File: src/design/drs_pkg.sv
// Shared constants, types and decode functions for the DMA request selector
package drs_pkg;

  // ****************************************************************
  // Sizes
  // ****************************************************************
  localparam int NCH    = 4;
  localparam int EXT_CH = 2;
  localparam int NSRC   = 5;

  // ****************************************************************
  // Request source select codes
  // ****************************************************************
  localparam logic [3:0] RS_EXT_DUAL   = 4'h0;
  localparam logic [3:0] RS_EXT_SA_OUT = 4'h2;
  localparam logic [3:0] RS_EXT_SA_IN  = 4'h3;
  localparam logic [3:0] RS_SER_TX     = 4'h8;
  localparam logic [3:0] RS_SER_RX     = 4'h9;
  localparam logic [3:0] RS_FSER_TX    = 4'ha;
  localparam logic [3:0] RS_FSER_RX    = 4'hb;
  localparam logic [3:0] RS_CAP_EE     = 4'hc;
  localparam logic [3:0] RS_CAP_EP     = 4'hd;
  localparam logic [3:0] RS_CAP_PE     = 4'he;

  // ****************************************************************
  // Physical peripheral request lines
  // ****************************************************************
  localparam logic [2:0] SRC_SER_TX  = 3'h0;
  localparam logic [2:0] SRC_SER_RX  = 3'h1;
  localparam logic [2:0] SRC_FSER_TX = 3'h2;
  localparam logic [2:0] SRC_FSER_RX = 3'h3;
  localparam logic [2:0] SRC_CAP     = 3'h4;

  // ****************************************************************
  // Priority modes and orders (position 0 in the low bits)
  // ****************************************************************
  localparam logic [1:0] PRI_FIX0  = 2'h0;
  localparam logic [1:0] PRI_FIX1  = 2'h1;
  localparam logic [1:0] PRI_FIX2  = 2'h2;
  localparam logic [1:0] PRI_RR    = 2'h3;
  localparam logic [1:0] PRI_RESET = PRI_FIX0;
  localparam logic [7:0] ORDER_FIX0 = 8'he4;
  localparam logic [7:0] ORDER_FIX1 = 8'h78;
  localparam logic [7:0] ORDER_FIX2 = 8'hd2;
  localparam logic [1:0] RR_TOP_RESET = 2'h0;

  // ****************************************************************
  // Reset values
  // ****************************************************************
  localparam logic EXT_PIN_IDLE = 1'b1;

  typedef enum logic [0:0] {
    DRS_IDLE = 1'b0,
    DRS_BUSY = 1'b1
  } drs_state_t;

  // ****************************************************************
  // Functions
  // ****************************************************************
  // Returns {valid, line index} for a peripheral request code
  function automatic logic [3:0] periph_src(input logic [3:0] code);
    logic [3:0] r;
    r = 4'h0;
    unique case (code)
      RS_SER_TX:  r = {1'b1, SRC_SER_TX};
      RS_SER_RX:  r = {1'b1, SRC_SER_RX};
      RS_FSER_TX: r = {1'b1, SRC_FSER_TX};
      RS_FSER_RX: r = {1'b1, SRC_FSER_RX};
      RS_CAP_EE,
      RS_CAP_EP,
      RS_CAP_PE:  r = {1'b1, SRC_CAP};
      default:    r = 4'h0;
    endcase
    return r;
  endfunction

  function automatic logic is_ext(input logic [3:0] code);
    return (code == RS_EXT_DUAL) || (code == RS_EXT_SA_OUT)
        || (code == RS_EXT_SA_IN);
  endfunction

  // Channel that holds position pos (0 = highest) in the given mode
  function automatic logic [1:0] chan_at(input logic [1:0] mode,
                                         input logic [1:0] top,
                                         input logic [1:0] pos);
    logic [1:0] c;
    c = 2'h0;
    unique case (mode)
      PRI_FIX0: c = ORDER_FIX0[{pos, 1'b0} +: 2];
      PRI_FIX1: c = ORDER_FIX1[{pos, 1'b0} +: 2];
      PRI_FIX2: c = ORDER_FIX2[{pos, 1'b0} +: 2];
      PRI_RR:   c = 2'(top + pos);
    endcase
    return c;
  endfunction

endpackage

File: src/design/drs_if.sv
// Link between the DMA request selector and its request sources
interface drs_if;
  logic [drs_pkg::EXT_CH-1:0] ext_transfer_request_n;
  logic [drs_pkg::NSRC-1:0]   source_request;
  logic                       capture_request_enable_hi;
  logic                       capture_request_enable_lo;
  logic [drs_pkg::NSRC-1:0]   request_clear;

  modport dev (
    input  ext_transfer_request_n,
    input  source_request,
    input  capture_request_enable_hi,
    input  capture_request_enable_lo,
    output request_clear
  );

  modport req (
    output ext_transfer_request_n,
    output source_request,
    output capture_request_enable_hi,
    output capture_request_enable_lo,
    input  request_clear
  );
endinterface

File: src/design/drs_arbiter.sv
// DMA request selection, qualification and channel arbitration
module drs_arbiter
(
  input  wire logic                             mclk_i,
  input  wire logic                             resetn_i,
  drs_if.dev                                    link,
  input  wire logic                             master_enable_i,
  input  wire logic                             nmi_flag_i,
  input  wire logic                             address_error_flag_i,
  input  wire logic                             priority_mode_hi_i,
  input  wire logic                             priority_mode_lo_i,
  input  wire logic [drs_pkg::NCH-1:0]          channel_enable_i,
  input  wire logic [drs_pkg::NCH-1:0]          transfer_end_flag_i,
  input  wire logic [drs_pkg::NCH-1:0]          burst_mode_i,
  input  wire logic [drs_pkg::NCH-1:0][3:0]     request_source_select_i,
  input  wire logic [drs_pkg::EXT_CH-1:0]       request_sense_select_i,
  input  wire logic                             unit_done_i,
  input  wire logic                             last_unit_i,
  output logic                                  grant_valid_o,
  output logic      [1:0]                       grant_channel_o,
  output logic      [drs_pkg::NCH-1:0]          request_pending_o
);
  import drs_pkg::*;

  drs_state_t        state_q;
  logic [1:0]        pri_q;
  logic [1:0]        top_q;
  logic              grant_valid_q;
  logic [1:0]        grant_ch_q;
  logic [NCH-1:0]    pending_q;
  logic [NSRC-1:0]   clear_q;
  logic [EXT_CH-1:0] pin_prev_q;
  logic [EXT_CH-1:0] held_q;

  logic [NSRC-1:0]   line;
  logic [NCH-1:0]    accept;
  logic [NCH-1:0]    enabled;
  logic [NCH-1:0]    raw;
  logic [NCH-1:0]    req;
  logic [NCH-1:0][3:0] src;
  logic [EXT_CH-1:0] fall;
  logic [EXT_CH-1:0] held_d;
  logic [EXT_CH-1:0] start_ext;
  logic              pick_ok;
  logic [1:0]        pick_ch;
  logic              start;
  logic              unit_end;
  logic              stay;
  logic [NSRC-1:0]   clear_d;
  logic [3:0]        g_src;

  // ****************************************************************
  // Source lines and qualification
  // ****************************************************************
  // Lines being cleared are masked for one cycle: the source drops its
  // line one edge after the clear, which would otherwise re-trigger.
  assign line = {link.source_request[SRC_CAP]
                 & (link.capture_request_enable_hi
                    | link.capture_request_enable_lo),
                 link.source_request[NSRC-2:0]}
              & ~clear_q;

  assign accept  = ~transfer_end_flag_i
                 & {NCH{~nmi_flag_i & ~address_error_flag_i}};
  assign enabled = accept & channel_enable_i
                 & {NCH{master_enable_i}};

  // Selection never looks at where data is read or written
  always_comb
  begin
    for (int c = 0; c < NCH; c++)
    begin
      src[c] = periph_src(request_source_select_i[c]);
      raw[c] = src[c][3] & line[src[c][2:0]];
      if (c < EXT_CH)
      begin
        if (is_ext(request_source_select_i[c]))
        begin
          raw[c] = request_sense_select_i[c] ? held_q[c]
                                             : ~link.ext_transfer_request_n[c];
        end
      end
    end
  end

  assign req = raw & enabled;

  // ****************************************************************
  // External edge capture
  // ****************************************************************
  assign fall = pin_prev_q & ~link.ext_transfer_request_n;

  always_comb
  begin
    for (int c = 0; c < EXT_CH; c++)
    begin
      start_ext[c] = start && (pick_ch == 2'(c));
    end
  end

  // Held while disabled, dropped on error; a fresh edge wins
  assign held_d = (held_q & ~start_ext
                   & {EXT_CH{~nmi_flag_i & ~address_error_flag_i}})
                | (fall & request_sense_select_i & accept[EXT_CH-1:0]);

  // ****************************************************************
  // Priority pick
  // ****************************************************************
  always_comb
  begin
    pick_ok = 1'b0;
    pick_ch = 2'h0;
    for (int p = NCH - 1; p >= 0; p--)
    begin
      if (req[chan_at(pri_q, top_q, 2'(p))])
      begin
        pick_ok = 1'b1;
        pick_ch = chan_at(pri_q, top_q, 2'(p));
      end
    end
  end

  assign start    = (state_q == DRS_IDLE) && pick_ok;
  assign unit_end = (state_q == DRS_BUSY) && unit_done_i;
  assign g_src    = src[grant_ch_q];

  // Burst keeps the bus until the last unit or loss of the request
  assign stay = burst_mode_i[grant_ch_q] && !last_unit_i
             && req[grant_ch_q];

  always_comb
  begin
    clear_d = '0;
    if (unit_end && g_src[3] && (!burst_mode_i[grant_ch_q] || last_unit_i))
    begin
      clear_d[g_src[2:0]] = 1'b1;
    end
  end

  // ****************************************************************
  // State
  // ****************************************************************
  always_ff @(posedge mclk_i or negedge resetn_i)
  begin
    if (!resetn_i)
    begin
      pri_q      <= PRI_RESET;
      pin_prev_q <= {EXT_CH{EXT_PIN_IDLE}};
      held_q     <= '0;
      pending_q  <= '0;
      clear_q    <= '0;
    end
    else
    begin
      pri_q      <= {priority_mode_hi_i, priority_mode_lo_i};
      pin_prev_q <= link.ext_transfer_request_n;
      held_q     <= held_d;
      pending_q  <= raw;
      clear_q    <= clear_d;
    end
  end

  always_ff @(posedge mclk_i or negedge resetn_i)
  begin
    if (!resetn_i)
    begin
      state_q       <= DRS_IDLE;
      grant_valid_q <= 1'b0;
      grant_ch_q    <= 2'h0;
      top_q         <= RR_TOP_RESET;
    end
    else
    begin
      unique case (state_q)
        DRS_IDLE:
        begin
          if (start)
          begin
            state_q       <= DRS_BUSY;
            grant_valid_q <= 1'b1;
            grant_ch_q    <= pick_ch;
          end
          else if (raw == '0)
          begin
            top_q <= RR_TOP_RESET;
          end
        end
        DRS_BUSY:
        begin
          if (unit_done_i)
          begin
            if (pri_q == PRI_RR)
            begin
              top_q <= 2'(grant_ch_q + 2'h1);
            end
            if (!stay)
            begin
              state_q       <= DRS_IDLE;
              grant_valid_q <= 1'b0;
            end
          end
        end
      endcase
    end
  end

  // ****************************************************************
  // Outputs
  // ****************************************************************
  assign link.request_clear = clear_q;
  assign grant_valid_o      = grant_valid_q;
  assign grant_channel_o    = grant_ch_q;
  assign request_pending_o  = pending_q;

endmodule

File: src/flat_wrapper.sv
// flat-port wrapper written by rule: the top's interface ports become plain ports
module drs_arbiter_flat import drs_pkg::*;
  (mclk_i, resetn_i, master_enable_i, nmi_flag_i, address_error_flag_i, priority_mode_hi_i, priority_mode_lo_i, channel_enable_i, transfer_end_flag_i, burst_mode_i, request_source_select_i, request_sense_select_i, unit_done_i, last_unit_i, grant_valid_o, grant_channel_o, request_pending_o, link_ext_transfer_request_n, link_source_request, link_capture_request_enable_hi, link_capture_request_enable_lo, link_request_clear);
  drs_if link_i ();
  input  wire logic mclk_i;
  input  wire logic resetn_i;
  input  wire logic master_enable_i;
  input  wire logic nmi_flag_i;
  input  wire logic address_error_flag_i;
  input  wire logic priority_mode_hi_i;
  input  wire logic priority_mode_lo_i;
  input  wire logic [drs_pkg::NCH-1:0] channel_enable_i;
  input  wire logic [drs_pkg::NCH-1:0] transfer_end_flag_i;
  input  wire logic [drs_pkg::NCH-1:0] burst_mode_i;
  input  wire logic [drs_pkg::NCH-1:0][3:0] request_source_select_i;
  input  wire logic [drs_pkg::EXT_CH-1:0] request_sense_select_i;
  input  wire logic unit_done_i;
  input  wire logic last_unit_i;
  output logic grant_valid_o;
  output logic      [1:0] grant_channel_o;
  output logic      [drs_pkg::NCH-1:0] request_pending_o;
  input wire logic [$bits(link_i.ext_transfer_request_n)-1:0] link_ext_transfer_request_n;
  input wire logic [$bits(link_i.source_request)-1:0] link_source_request;
  input wire logic [$bits(link_i.capture_request_enable_hi)-1:0] link_capture_request_enable_hi;
  input wire logic [$bits(link_i.capture_request_enable_lo)-1:0] link_capture_request_enable_lo;
  output wire logic [$bits(link_i.request_clear)-1:0] link_request_clear;
  assign link_i.ext_transfer_request_n = link_ext_transfer_request_n;
  assign link_i.source_request = link_source_request;
  assign link_i.capture_request_enable_hi = link_capture_request_enable_hi;
  assign link_i.capture_request_enable_lo = link_capture_request_enable_lo;
  assign link_request_clear = link_i.request_clear;
  drs_arbiter u_core (.mclk_i(mclk_i), .resetn_i(resetn_i), .link(link_i), .master_enable_i(master_enable_i), .nmi_flag_i(nmi_flag_i), .address_error_flag_i(address_error_flag_i), .priority_mode_hi_i(priority_mode_hi_i), .priority_mode_lo_i(priority_mode_lo_i), .channel_enable_i(channel_enable_i), .transfer_end_flag_i(transfer_end_flag_i), .burst_mode_i(burst_mode_i), .request_source_select_i(request_source_select_i), .request_sense_select_i(request_sense_select_i), .unit_done_i(unit_done_i), .last_unit_i(last_unit_i), .grant_valid_o(grant_valid_o), .grant_channel_o(grant_channel_o), .request_pending_o(request_pending_o));
endmodule
File: config.mk
export PLATFORM = sky130hd
export DESIGN_NAME = drs_arbiter_flat
export DESIGN_NICKNAME = d
export VERILOG_FILES = /design/src/design/drs_pkg.sv /design/src/design/drs_if.sv /design/src/design/drs_arbiter.sv /design/src/flat_wrapper.sv
export SDC_FILE = /design/constraint.sdc
export NUM_CORES = 1
export LEC_CHECK = 0
export BUFFER_PORTS_ARGS = -buffer_cell sky130_fd_sc_hd__buf_2
export CAP_MARGIN = 40
export CORE_UTILIZATION = 40
export DETAILED_ROUTE_END_ITERATION = 6
export MAX_ROUTING_LAYER = met4
export PLACE_DENSITY = 0.65
export SETUP_SLACK_MARGIN = 0.2
export SYNTH_ARGS = -nofsm -noshare
export SYNTH_HDL_FRONTEND = slang
export SYNTH_SLANG_ARGS = --single-unit
File: constraint.sdc
create_clock -name mclk_i -period 3.5 [get_ports mclk_i]
set_input_delay 0.7 -clock mclk_i [delete_from_list [all_inputs] [get_ports mclk_i]]
set_output_delay 0.7 -clock mclk_i [all_outputs]
set_load 0.03 [all_outputs]
==> results of run 1 <==
[cells by family after synthesis]
group / count (synthesis)
mux: 9
flops: 21
compound gates: 76
simple gates: 103
buf+inv: 14
xor+xnor: 2
[sequential cells by signal, indices dropped and copies added, names as in the netlist]
| register | cells |
|---|---|
| u_core.grant_valid_o | 1 |
| u_core.held_q | 2 |
| u_core.pri_q | 2 |
| u_core.link.request_clear | 5 |
| u_core.request_pending_o | 4 |
| u_core.grant_channel_o | 2 |
| u_core.pin_prev_q | 2 |
| u_core.top_q | 2 |
| u_core.state_q | 1 |
[report_power, final]
group	switching [mW]	internal, mW	total [mW]
registers	0.103	0.286	0.389
clock network	0.0770	0.0792	0.156
logic	0.291	0.206	0.497
total	0.470	0.572	1.04
[layer usage]
layer	track usage (%)	vias to the layer above	share of wire (%)	routed length, um
li1	-	999	-	-
met1	34.1	944	48	2680
met2	36.3	71	45	2500
met3	3.90	4	6.2	347
met4	5.56	0	0.68	38
met5	-	-	0	0
[area by class of cell]
class	count	share of cell area, %
multi-input combinational	190	56.2
sequential	21	23.1
timing repair buffer	65	14.9
tap	52	2.84
clock buffer	3	1.80
inverter	6	0.984
clock inverter	1	0.219
[worst max-delay path, delay by kind of cell]
family,cells,cell delay [ns]
buffers and inverters,1,0.13
AND/OR/NAND/NOR,3,0.68
multiplexers,2,0.51
AO/OA/AOI/OAI,4,1.14
[metrics by stage]
stage | hold slack [ns] | worst slack [ns]
final | 0.390 | 0.474
after global routing | 0.419 | 0.262
after CTS | 0.407 | 0.500
after detailed placement | 0.470 | 0.254
after global placement | 0.465 | 0.322
after floorplan | 0.404 | 0.430
[worst paths after layout]
kind                                              from                           end  slack (ns)  cells past startpoint
max reg2reg                            u_core.pri_q[1]              u_core.held_q[1]        0.50                      9
min in group mclk_i               u_core.grant_valid_o          u_core.grant_valid_o        0.48                      1
min reg2reg                       u_core.grant_valid_o          u_core.grant_valid_o        0.48                      1
max in group asynchronous                     resetn_i          u_core.pin_prev_q[0]        2.76                      1
min                                           resetn_i  u_core.link.request_clear[3]        0.39                      1
max                        request_source_select_i[11]              u_core.held_q[1]        0.47                     10
[layout by cell type (no fill, tap or decap), types with 3 or more instances in the layout]
master,n
a211o_1,3
a211oi_1,3
a21oi_1,11
a2bb2oi_1,5
a311oi_1,5
a31oi_1,5
and2_1,7
and3_1,3
buf_2,59
buf_4,6
clkbuf_8,3
dfrtp_1,19
inv_1,6
mux2i_1,6
nand2_1,22
nand2b_1,11
nand3_1,7
nand3b_1,4
nand4_1,3
nor2_1,17
nor2b_1,5
nor3_1,5
nor3b_1,5
o211a_1,3
o21ai_0,9
o221ai_1,4
o31ai_1,4
==> impl_metrics.csv, run 1 <==
group,metric,value,unit
logic_synthesis,synth_most_common_cell,"nand2_1",
timing,max_slew_margin,54.1,%
logic_synthesis,synth_compound_area_share,31.3,%
grt,grt_max_degree,22,
logic_synthesis,synth_top_cells_by_count,"22 x nand2_1, 19 x dfrtp_1, 17 x nor2_1",
timing,max_freq,0.330,GHz
cts,post_cts_resized,0,
logic_synthesis,seq_area_frac_synth,28.3,%
run,cap_violations,0,
critical_path,cp_data_arrival_time,3.17,ns
logic_synthesis,synth_enable_flop_cells,0,
timing,finalSetupViolCount,0,
worst_hold_path,hp-class,"input pin to async pin",
timing,hold_viol_final,0,
critical_path,crit_type,"input pin to register",
cells_and_area,finalInstanceArea,2290,um2
logic_synthesis,synth_adder_area_share,0,%
critical_path,path_cells,"buf_2 -> nor2b_1 -> a31oi_1 -> o221ai_1 -> and2_1 -> mux2i_1 -> o221ai_1 -> mux2i_1 -> nor2_1 -> a2111oi_2",
placement,place.port_buffers,59,
cells_and_area,seqCellArea,528,um2
logic_synthesis,synth-simple-area-share,31.1,%
cts,cts_buffers,3,
timing,worst_pin_slew,0.688,ns
grt,gr-total-overflow,0,
floorplanning,chipHeight,70.3,um
timing,fin_crit_sh,86.5,%
floorplanning,rows,24,
route,routedWlPerCell,16.5,um
cells_and_area,drive_gt1_share,30.4,%
route,antenna_left,0,
critical_path,cpPeakStageDelay,0.38,ns
route,drtPass1Iterations,4,
route,routed_wl,5570,um
cts,cts.sinks,21,
cells_and_area,final_nets,335,
floorplanning,io_pins,60,
cells_and_area,diodes,0,
cts,cts_buffer_depth,2,
critical_path,critPathMaxFanout,6,
timing,clock_skew,0.00220,ns
route,drc_errors,0,
grt,track_usage,24.2,%
pwr,p_total,1.04,mW
critical_path,cp-start-kind,"input pin",
cts,cts_setup_buffers,0,
critical_path,cp_slowest_cell,"mux2i_1",
cells_and_area,syn2layout_area_growth,22.6,%
logic_synthesis,netlist_area,1870,um2
logic_synthesis,synth-xor-area-share,0.938,%
timing,drv_slew,0,
logic_synthesis,synthesis.nets,273,
placement,place_congestion,0.933,
logic_synthesis,synth.avg_cell_area,8.30,um2
floorplanning,die_area,4950,um2
logic_synthesis,synth_area_leaders,"dfrtp_1 25%, nand2_1 4.4%, nand2b_1 3.7%",
placement,hpwl,4520,um
outcome,outcome,"finished, final reports clean",
logic_synthesis,synth_top_area_share,25.5,%
pwr,powerDensity,455,nW/um2
logic_synthesis,synth_flop_cell,"dfrtp_1",
cells_and_area,final_util,51.9,%
cells_and_area,multi_input_area,1290,um2
logic_synthesis,synth_top_family_by_area,"compound AO/OA/AOI/OAI gates",
grt,antenna_found_initial,0,
cts,cts_tree,"built",
pwr,p_leak,1.03,nW
timing,tns,0,ns
grt,grt_pass1_wl,9290,um
timing,layout_min_cycle_time,3.03,ns
pwr,peakVddDrop,0.428,mV
cells_and_area,finalNonFillerCells,338,
cts,path_clk_slew,0.07,ns
logic_synthesis,yosysWarningCount,0,
timing,rsz0062_at_grt,"no",
critical_path,end_kind,"register",
floorplanning,initial_core_util,42.3,%
logic_synthesis,async_flop_share,100,%
floorplanning,design.core.area,4410,um2
placement,place_area,2240,um2
critical_path,crit_required,3.64,ns
floorplanning,fp.dieW,70.3,um
route,first_iter_violations,193,
grt,grt_pass1_vias,1900,
cells_and_area,n_fill_cell,437,
cts,cts_root_buf,"clkbuf_8",
logic_synthesis,synth.area.mux_share,5.63,%
cts,ctsHoldBuffers,0,
logic_synthesis,syn_inst,225,
route,avgViaCountPerCell,5.97,
logic_synthesis,synth_seq_cells,21,
logic_synthesis,synth_top_cell_by_area,"dfrtp_1",
logic_synthesis,ys_types,59,
cts,htree_levels,1,
cts,clock_latency,0.26,ns
placement,dp_cells,334,
route,vias,2018,
Note: power is estimated with default switching activity, not from simulation.
==> run 2, diff against run 1 <==
Settings changed: CELL_PAD_IN_SITES_DETAIL_PLACEMENT from default to 1, CELL_PAD_IN_SITES_GLOBAL_PLACEMENT from default to 1, CORE_UTILIZATION 40 to 37, PLACE_DENSITY 0.65 to default, PLACE_DENSITY_LB_ADDON from default to 0.1.
Clock period 3.5 ns to 3.1 ns, I/O delays scaled along.
==> run 2 against run 1 <==
Against the previous run: non-clock buffer count up 17; largest power group unchanged; clock skew is essentially flat; critical path type unchanged; largest cell class unchanged; critical endpoint unchanged; highest routed layer unchanged; global-route usage grew 2.9 points; cell area increased by 9.4%.
==> impl_metrics.csv, run 2 (synthesis gave the netlist of run 1 again) <==
group,metric,value,unit
critical_path,crit_type,"input pin to register",
run,cap_violations,0,
timing,fin_crit_sh,91.5,%
worst_hold_path,hp-class,"input pin to async pin",
route,routed_wl,6760,um
route,routedWlPerCell,18.3,um
critical_path,cp_slowest_cell,"a2111oi_2",
cts,cts_buffers,3,
floorplanning,initial_core_util,39.0,%
critical_path,cp-start-kind,"input pin",
critical_path,critPathMaxFanout,5,
timing,rsz0062_at_grt,"no",
outcome,outcome,"finished, final reports clean",
route,drtPass1Iterations,5,
pwr,p_leak,1.12,nW
timing,max_slew_margin,54.2,%
pwr,powerDensity,501,nW/um2
route,vias,2140,
cts,cts_root_buf,"clkbuf_8",
cts,cts_tree,"built",
placement,place.port_buffers,59,
pwr,peakVddDrop,0.424,mV
floorplanning,fp.dieW,73.1,um
critical_path,cpPeakStageDelay,0.36,ns
timing,tns,0,ns
critical_path,path_cells,"buf_2 -> nor2b_2 -> a31o_2 -> a211o_4 -> and4_2 -> a211oi_2 -> nor2_1 -> o32a_1 -> o211a_1 -> a2111oi_2",
floorplanning,rows,25,
floorplanning,io_pins,60,
cts,ctsHoldBuffers,0,
floorplanning,die_area,5340,um2
cts,cts_buffer_depth,2,
timing,drv_slew,0,
cells_and_area,diodes,0,
timing,layout_min_cycle_time,2.84,ns
timing,hold_viol_final,0,
critical_path,cp_data_arrival_time,2.99,ns
cells_and_area,drive_gt1_share,38.3,%
cts,cts.sinks,21,
grt,grt_max_degree,22,
cells_and_area,final_nets,352,
grt,gr-total-overflow,0,
cts,htree_levels,1,
route,antenna_left,0,
timing,max_freq,0.353,GHz
placement,place_congestion,0.886,
timing,timing.hold.ws,0.300,ns
cells_and_area,final_common_cell,"buf_2",
cells_and_area,syn2layout_area_growth,34.1,%
critical_path,crit_required,3.26,ns
timing,clock_skew,0.00224,ns
cells_and_area,largest_reg_flops,5,
critical_path,end_kind,"register",
cells_and_area,finalNonFillerCells,370,
cts,path_clk_slew,0.08,ns
cts,clock_latency,0.26,ns
route,drc_errors,0,
placement,hpwl,5530,um
grt,grt_pass1_wl,10700,um
grt,track_usage,27.0,%
timing,finalSetupViolCount,0,
timing,worst_pin_slew,0.688,ns
floorplanning,chipHeight,73.1,um
cts,post_cts_resized,0,
grt,antenna_found_initial,0,
grt,grt_pass1_vias,2141,
route,avgViaCountPerCell,5.78,
cts,cts_setup_buffers,0,
placement,dp_cells,366,
cells_and_area,layout_common_cells,"59 x buf_2, 23 x buf_4, 22 x nand2_1, 19 x dfrtp_1, 17 x nor2_1",
route,first_iter_violations,132,
floorplanning,design.core.area,4790,um2
## run 2: power by group
part           internal (mW)  switching (mW)
clock network         0.0897          0.0904
logic                  0.266           0.377
registers              0.324           0.108
total                  0.679           0.575
## run 2: area by class of cell
type | instances | area [um2]
fillers | 615 | 2280
clock inverters | 1 | 5.00
well taps | 67 | 83.8
flip-flops and latches | 21 | 528
inverters | 6 | 22.5
repair buffers | 82 | 468
multi-input cells | 190 | 1360
clock buffers | 3 | 41.3
## run 2: final timing paths
check,slack (ns),end,cells past startpoint,from
min reg2reg,0.48,u_core.grant_valid_o,1,u_core.grant_valid_o
max,0.26,u_core.held_q[1],10,link_source_request[1]
max in group asynchronous,2.45,u_core.pin_prev_q[1],1,resetn_i
min,0.30,u_core.pri_q[0],1,resetn_i
max reg2reg,0.32,u_core.held_q[1],10,u_core.link.request_clear[4]
min in group mclk_i,0.46,u_core.pri_q[0],1,priority_mode_lo_i
## run 2: metal layers
metal / GRT usage (%) / routed length (um)
met1: 38.2 / 3370
met2: 43.5 / 3130
met3: 1.24 / 215
met4: 4.58 / 40
met5: - / 0
## run 2: worst max-delay path: cells and delay by family
kind | cells | cell delay, ns
compound gates | 6 | 1.77
simple gates | 3 | 0.51
buf+inv | 1 | 0.10
## run 2: stage by stage
| step | setup WS, ns | instance area (um2) | power [mW] | utilization (%) |
|---|---|---|---|---|
| CTS | 0.212 | 2450 | 1.24 | 51.2 |
| global placement | -0.0234 | 2400 | 1.04 | 50.2 |
| finish | 0.263 | 2500 | 1.25 | 52.3 |
| floorplan | 0.199 | 1880 | 0.820 | - |
| detailed placement | -0.0656 | 2400 | 1.06 | 50.2 |
| global route | 0.212 | 2500 | 1.33 | 52.3 |
